$ cat src/hdl/rtc_map.vh
// register offsets, field positions, reset values and timing figures of the output-pin block
`ifndef RTC_MAP_VH
`define RTC_MAP_VH

// =====================================================================
// register offsets
`define RTC_OFS_CONTROL       8'h0E
`define RTC_OFS_STATUS        8'h0F

// =====================================================================
// output_control_reg fields
`define RTC_CTL_ALARM1_EN     0
`define RTC_CTL_ALARM2_EN     1
`define RTC_CTL_IRQ_MODE_SEL  2
`define RTC_CTL_OSC_DISABLE   7
`define RTC_CTL_RESET_VAL     8'h04

// =====================================================================
// flag_status_reg fields
`define RTC_STA_ALARM1_FLAG   0
`define RTC_STA_ALARM2_FLAG   1
`define RTC_STA_RESET_ACTIVE  2
`define RTC_STA_CLK_OUT_EN    3
`define RTC_STA_RESET_VAL     8'h08

// =====================================================================
// timing: oscillator tick rate is twice the clock-output frequency
`define RTC_CLK_OUT_HZ        32768
`define RTC_OSC_TICK_HZ       (2 * `RTC_CLK_OUT_HZ)
`define RTC_SQW_HZ            1
`define RTC_T_RST_MS          250
`define RTC_T_DEBOUNCE_MS     250
`define RTC_RST_TICKS         ((`RTC_T_RST_MS * `RTC_OSC_TICK_HZ) / 1000)
`define RTC_DEBOUNCE_TICKS    ((`RTC_T_DEBOUNCE_MS * `RTC_OSC_TICK_HZ) / 1000)
`define RTC_SQW_HALF_TICKS    (`RTC_OSC_TICK_HZ / (2 * `RTC_SQW_HZ))

`endif

$ cat src/hdl/rtc_tick_timer.v
// saturating counter of oscillator ticks with a reach flag
module rtc_tick_timer
#(
  parameter LIMIT = 16384
)
(
  input  wire mclk,
  input  wire rstn,
  input  wire clr,
  input  wire tick,
  output wire done
);

  localparam CW = $clog2(LIMIT + 1);
  localparam [CW-1:0] LIM = LIMIT[CW-1:0];

  reg [CW-1:0] cnt_reg;
  reg [CW-1:0] cnt_next;

  // =====================================================================
  // counting stops at the limit so done stays high until cleared
  always @*
  begin
    cnt_next = cnt_reg;
    if (clr)
      cnt_next = {CW{1'b0}};
    else if (tick && cnt_reg != LIM)
      cnt_next = cnt_reg + {{(CW-1){1'b0}}, 1'b1};
  end

  always @(posedge mclk)
  begin
    if (!rstn)
      cnt_reg <= {CW{1'b0}};
    else
      cnt_reg <= cnt_next;
  end

  assign done = (cnt_reg == LIM);

endmodule // rtc_tick_timer

$ cat src/hdl/rtc_out_pins.v
// clock output, interrupt/square-wave pin and reset supervisor of the real-time clock
//
// Functional notes
// - the clock pin carries a 32.768kHz 50% duty square wave by pulling low or releasing.
// - the clock pin toggles only while the clock-output enable bit of the status register is set.
// - with irq mode select at 0 the shared pin carries a 1Hz square wave.
// - with irq mode select at 1 the shared pin goes low on an enabled alarm match.
// - irq mode select resets to 1 with both alarms disabled.
// - the reset pin is driven low while the primary supply is below threshold.
// - after the supply returns and holds for the reset active time the pin is released.
// - the reset pin is also a pushbutton input, debounced before reset is asserted.
// - with the oscillator disabled the recovery delay is skipped and reset releases at once.
// - the oscillator counts as disabled when its disable bit is 1.
// - the reset pin never affects register access or timekeeping.
`include "rtc_map.vh"

module rtc_out_pins
#(
  parameter RST_TICKS  = `RTC_RST_TICKS,
  parameter DB_TICKS   = `RTC_DEBOUNCE_TICKS,
  parameter SQW_TICKS  = `RTC_SQW_HALF_TICKS
)
(
  input  wire       mclk,
  input  wire       rstn,
  input  wire       osc_tick,
  input  wire       vcc_above_threshold,
  input  wire       alarm1_match,
  input  wire       alarm2_match,
  input  wire [7:0] reg_addr,
  input  wire [7:0] reg_wdata,
  input  wire       reg_we,
  output reg  [7:0] reg_rdata,
  output wire       osc_clock_out_o,
  output reg        osc_clock_out_oe,
  output wire       irq_or_square_wave_out_o,
  output reg        irq_or_square_wave_out_oe,
  input  wire       rst_pin_i,
  output wire       rst_pin_o,
  output wire       rst_pin_oe
);

  // supervisor states
  localparam [2:0] ST_RUN  = 3'b001;
  localparam [2:0] ST_FAIL = 3'b010;
  localparam [2:0] ST_HOLD = 3'b100;
  // status reset image, so single fields can be picked out of it
  localparam [7:0] STA_RESET = `RTC_STA_RESET_VAL;

  reg  [7:0] ctrl_reg;
  reg  [7:0] ctrl_next;
  reg  [1:0] flag_reg;
  reg  [1:0] flag_next;
  reg        clk_en_reg;
  reg        clk_phase_reg;
  reg        sqw_reg;
  reg  [2:0] state_reg;
  reg  [2:0] state_next;
  reg        wait_release_reg;
  wire       sqw_done;
  wire       db_done;
  wire       hold_done;
  wire       osc_off;
  wire       press_low;
  wire       pressed;
  wire [1:0] alarm_hit;

  // a decode used for both register writes and readback
  function sel;
    input [7:0] a;
    input [7:0] ofs;
    begin
      sel = (a == ofs);
    end
  endfunction

  // =====================================================================
  // registers; nothing here is reset by the reset pin, only by rstn
  assign osc_off = ctrl_reg[`RTC_CTL_OSC_DISABLE];
  assign alarm_hit = {alarm2_match, alarm1_match};

  always @*
  begin
    ctrl_next = ctrl_reg;
    if (reg_we && sel(reg_addr, `RTC_OFS_CONTROL))
      ctrl_next = reg_wdata & 8'h87;
  end

  // flags: a match in the same cycle as a clearing write keeps the flag set
  always @*
  begin
    flag_next = flag_reg;
    if (reg_we && sel(reg_addr, `RTC_OFS_STATUS))
      flag_next = flag_reg & reg_wdata[1:0];
    flag_next = flag_next | alarm_hit;
  end

  always @(posedge mclk)
  begin
    if (!rstn)
    begin
      ctrl_reg   <= `RTC_CTL_RESET_VAL;
      flag_reg   <= 2'h0;
      clk_en_reg <= STA_RESET[`RTC_STA_CLK_OUT_EN];
    end
    else
    begin
      ctrl_reg <= ctrl_next;
      flag_reg <= flag_next;
      if (reg_we && sel(reg_addr, `RTC_OFS_STATUS))
        clk_en_reg <= reg_wdata[`RTC_STA_CLK_OUT_EN];
    end
  end

  // readback is registered; unmapped offsets read zero
  always @(posedge mclk)
  begin
    if (!rstn)
      reg_rdata <= 8'h00;
    else if (sel(reg_addr, `RTC_OFS_CONTROL))
      reg_rdata <= ctrl_reg;
    else if (sel(reg_addr, `RTC_OFS_STATUS))
      reg_rdata <= {4'h0, clk_en_reg, rst_pin_oe, flag_reg};
    else
      reg_rdata <= 8'h00;
  end

  // =====================================================================
  // clock output and 1Hz square wave, both derived from the oscillator tick
  rtc_tick_timer #(.LIMIT(SQW_TICKS)) u_sqw
  (
    .mclk (mclk),
    .rstn (rstn),
    .clr  (sqw_done),
    .tick (osc_tick),
    .done (sqw_done)
  );

  // the phase flips on every tick so high and low halves are equal
  always @(posedge mclk)
  begin
    if (!rstn)
    begin
      clk_phase_reg <= 1'b1;
      sqw_reg       <= 1'b1;
    end
    else
    begin
      if (osc_tick)
        clk_phase_reg <= ~clk_phase_reg;
      if (sqw_done)
        sqw_reg <= ~sqw_reg;
    end
  end

  // open-drain drivers: enables are registered so pins never glitch
  always @(posedge mclk)
  begin
    if (!rstn)
    begin
      osc_clock_out_oe          <= 1'b0;
      irq_or_square_wave_out_oe <= 1'b0;
    end
    else
    begin
      osc_clock_out_oe <= clk_en_reg & ~clk_phase_reg;
      if (ctrl_reg[`RTC_CTL_IRQ_MODE_SEL])
        irq_or_square_wave_out_oe <= |(flag_reg & ctrl_reg[1:0]);
      else
        irq_or_square_wave_out_oe <= ~sqw_reg;
    end
  end

  assign osc_clock_out_o          = 1'b0;
  assign irq_or_square_wave_out_o = 1'b0;

  // =====================================================================
  // pushbutton: the pin low while we are not driving it is a press request
  assign press_low = ~rst_pin_i & ~rst_pin_oe;

  rtc_tick_timer #(.LIMIT(DB_TICKS)) u_debounce
  (
    .mclk (mclk),
    .rstn (rstn),
    .clr  (~press_low),
    .tick (osc_tick),
    .done (db_done)
  );

  // one press gives one reset; the button must be let go before the next
  assign pressed = db_done & ~wait_release_reg;

  always @(posedge mclk)
  begin
    if (!rstn)
      wait_release_reg <= 1'b0;
    else if (pressed)
      wait_release_reg <= 1'b1;
    else if (rst_pin_i && !rst_pin_oe)
      wait_release_reg <= 1'b0;
  end

  // =====================================================================
  // reset supervisor
  rtc_tick_timer #(.LIMIT(RST_TICKS)) u_hold
  (
    .mclk (mclk),
    .rstn (rstn),
    .clr  (state_reg != ST_HOLD),
    .tick (osc_tick),
    .done (hold_done)
  );

  always @*
  begin
    state_next = state_reg;
    case (state_reg)
      ST_RUN:
      begin
        if (!vcc_above_threshold)
          state_next = ST_FAIL;
        else if (pressed)
          state_next = ST_HOLD;
      end
      ST_FAIL:
      begin
        if (vcc_above_threshold)
          state_next = osc_off ? ST_RUN : ST_HOLD;
      end
      ST_HOLD:
      begin
        if (!vcc_above_threshold)
          state_next = ST_FAIL;
        else if (hold_done)
          state_next = ST_RUN;
      end
      default:
        state_next = ST_FAIL;
    endcase
  end

  // start asserted: the supply is not yet known good
  always @(posedge mclk)
  begin
    if (!rstn)
      state_reg <= ST_FAIL;
    else
      state_reg <= state_next;
  end

  // released pin is raised by the internal pullup only
  assign rst_pin_oe = (state_reg != ST_RUN);
  assign rst_pin_o  = 1'b0;
  // the reset pin reaches no register or timer above except the pushbutton debounce, its release latch and the supervisor

endmodule // rtc_out_pins

$ cat config.mk
export PLATFORM = sky130hd
export DESIGN_NAME = rtc_out_pins
export DESIGN_NICKNAME = d
export VERILOG_FILES = /design/src/hdl/rtc_tick_timer.v /design/src/hdl/rtc_out_pins.v
export VERILOG_INCLUDE_DIRS = /design/src /design/src/hdl
export SDC_FILE = /design/constraint.sdc
export NUM_CORES = 1
export LEC_CHECK = 0
export BUFFER_PORTS_ARGS = -buffer_cell sky130_fd_sc_hd__buf_4
export CAP_MARGIN = 5
export CORE_MARGIN = 4
export CORE_UTILIZATION = 52
export DETAILED_ROUTE_END_ITERATION = 12
export PLACE_DENSITY = 0.75
export SETUP_SLACK_MARGIN = 0.02
export SLEW_MARGIN = 5
export SYNTH_ARGS = -nofsm -noshare
export SYNTH_HDL_FRONTEND = slang
export SYNTH_SLANG_ARGS = --single-unit
$ cat constraint.sdc
create_clock -name mclk -period 1.7 [get_ports mclk]
set_input_delay 0.51 -clock mclk [delete_from_list [all_inputs] [get_ports mclk]]
set_output_delay 0.51 -clock mclk [all_outputs]
set_load 0.01 [all_outputs]
==> results.md <==
* Outcome: finished, final reports clean
* Multi-input logic area at 1700 sq um
* Global route overflow at 0
* Reg-to-reg slack, setup at 0.10 ns
* Port-buffer cells at 28
* Worst path slowest cell: dfxtp_2
* Synth Instances at 370
* Final hold vios at 0
* Die height at 85.7 um
* Post-synthesis sequential area ratio at 0.421
* Clock Pin Slew Worst Setup and Hold Paths at 0.06 ns
* FF+latch count, synth at 66
* Startpoint types: register
* Max H-tree Level at 3
* Number of synthesized flops with an enable pin at 0
* Crit path max-delay family: flip-flops
* # IOs at 38
* CP Class: reg2out
* Fin. max-slew vios at 0
* Largest net degree at the start of global routing at 21
* CP bufs+invs at 2
* Worst-case hold slack at 0.401 ns
* Largest driver fanout on the critical path at 3
* Filler cells at 497
* Hold Buf Count CTS at 0
* Layout cells sized above 1 at 0.206
* CP required at 1.19 ns
* First DRT Iteration DRCs at 76
* Pre-antenna DRT Iters at 4
* Worst-path cell chain: nor3b_4 > inv_2 > buf_6
* Hold endpoint: state_reg[0]
* Max-cap viol count at 0
* Final worst setup slack at 0.0834 ns
* Sequential cell area at 1340 sq um
* First-pass GRT wire length at 11200 um
* CTS tree: yes
* Fmax at 0.619 GHz
* CTS Buf Count at 9
* Synth async-reset ratio at 0
* Final Core Density at 0.649
* # nets final at 456
* Hold_sp: vcc_above_threshold
* Initial core utilization at 0.534
* Residual DRC at 0
* Routed Antenna Nets at 0
* CTS sink cnt at 66
* Critical Path AT at 1.11 ns
* Core area at 5890 sq um
* PD cells at 765 nW/um^2
* Post-route insts no fill at 506
* Crit path largest cell delay at 0.34 ns
* Inst Count DP at 487
* Post-Route WL at 6380 um
* Vias at 2724
* Warnings from Yosys at 0
* Final period utilization at 0.951
* Site Rows at 28
* Syn_area_per_cell at 8.49 sq um
* Drt wl/cell at 12.6 um
* P&R area growth vs syn at 21.7%
* Max IR drop VDD at 0.000579 V
* Worst-case clock skew at 0.00556 ns
* Pre-CTS setup slack at -0.148 ns
* RePlAce Congestion at 0.826
* Max clock buf depth at 2
* Hold Crit Depth at 2
* R2R cell count at 5
* Synth cell types at 47
* Unrepaired setup endpoints after global routing: yes
* Clk_lat worst skew at 0.34 ns
* DP Wirelength at 4590 um
* Initial antenna violation count at 0
* Worst min path class: in2reg
* CP Capture Type: output port
* GR Util All Layers at 0.186
* Min Tclk post-route at 1.62 ns
* Max reg flops at 16
* Cell Area, Synth at 3140 sq um
* Reg-to-reg endpoint: u_hold.cnt_reg[14]
* Lkg Pwr at 1.43 nW
* Root Driver: clkbuf_8
* Vias in the first global route at 2650
* Setup violators final at 0
* DIE AREA at 7350 sq um
* Vias per inst at 5.38
* N_diodes at 0
* Reg-to-reg startpoint: u_hold.cnt_reg[0]
* Ys flop type: dfxtp_1
* Die width at 85.7 um
through the flow:
| stage | cell area, sq um | power [mW] | setup TNS, ns |
|---|---|---|---|
| 6_report | 3820 | 2.92 | 0 |
| 5_1_grt | 3820 | 3.06 | -0.0188 |
| 4_1_cts | 3750 | 2.97 | 0 |
| 3_5_place_dp | 3560 | 1.76 | -0.613 |
| 3_3_place_gp | 3560 | 1.76 | -0.534 |
| 2_1_floorplan | 3170 | 1.70 | 0 |
Yosys cell counts (3+ instances only):
cell type	number	area, sq um
nor2b_1	4	25.0
mux2i_1	4	40.0
and2_1	4	25.0
nor2_1	43	161
buf_2	4	20.0
nor3_1	9	45.0
dfxtp_1	66	1320
or4_1	4	30.0
a22oi_1	3	22.5
clkbuf_1	6	22.5
o31ai_1	3	22.5
nand3_1	19	95.1
nor4b_1	5	43.8
xor2_1	15	131
nor4_1	13	81.3
and3_1	7	43.8
inv_1	18	67.6
xnor2_1	20	175
or3_1	5	31.3
o21ai_0	10	50.1
nand4_1	16	100
a211oi_1	3	22.5
a21oi_1	15	75.1
nor3b_1	4	30.0
nand2_1	35	131
buf_4	6	45.0
ha_1	6	75.1
cells by family after synthesis:
group | synth area share
compound gates | 0.0833
buf+inv | 0.0582
flops | 0.421
fa+ha+maj | 0.0239
simple gates | 0.299
xor+xnor | 0.0976
mux | 0.0163
other cells | 0.00119
where the power goes:
group	internal, mW	switching, mW
Clock	0.645	0.550
Combinational	0.0784	0.0746
Sequential	1.56	0.0153
Total	2.28	0.640
area by class of cell:
cell class                      instances  share of cell area
Sequential cell                        66               0.349
Clock buffer                           14              0.0452
Multi-Input combinational cell        272               0.444
Inverter                               18              0.0177
Timing Repair Buffer                   59               0.117
Tap cell                               75              0.0246
Clock inverter                          2             0.00262
metal layers:
layer / global-route usage / share of wire
met3: 0.0576 / 0.048
met1: 0.215 / 0.45
met5: 0 / 0
met4: 0.0633 / 0.019
met2: 0.326 / 0.49
placed cells by master, fill, tap and decap left out, types with 3 or more instances in the layout:
cell type,instances
dfxtp_1,59
buf_4,58
nor2_1,43
nand2_1,35
xnor2_1,20
nand3_1,19
inv_1,17
nand4_1,16
xor2_1,15
a21oi_1,15
nor4_1,13
clkbuf_8,12
o21ai_0,10
nor3_1,9
and3_1,7
conb_1,6
ha_1,5
dfxtp_2,5
or3_1,4
and2_1,4
nor2b_1,4
or4_1,4
mux2i_1,4
nor4b_1,3
nor3b_1,3
a211oi_1,3
o31ai_1,3
a22oi_1,3
worst reg2reg max path: cells and delay by family (launching register included):
kind                     cells  cell delay, ns
AND/OR/NAND/NOR              3            0.83
AO/OA/AOI/OAI                1            0.14
adder cells (fa/ha/maj)      1            0.19
flip-flops                   1            0.37
how the worst max path moves through the flow:
stage / startpoint / endpoint / slack, ns / cells past startpoint
finish: state_reg[1] / rst_pin_oe / 0.08 / 3
global route: state_reg[2] / u_hold.cnt_reg[0] / -0.02 / 5
CTS: u_hold.cnt_reg[0] / u_hold.cnt_reg[14] / 0.02 / 5
detailed placement: reg_addr[5] / ctrl_reg[2] / -0.15 / 5
global placement: reg_addr[5] / ctrl_reg[0] / -0.14 / 5
floorplan: reg_addr[5] / ctrl_reg[0] / 0.01 / 5
repair_timing:
item / CTS / global route
gates resized for setup: 2 / 15
gates cloned: 0 / 0
pin swaps: 1 / 2
endpoints found under the setup margin: 1 / 9
setup buffers: 0 / 3
(Power assumes the default switching activity.)
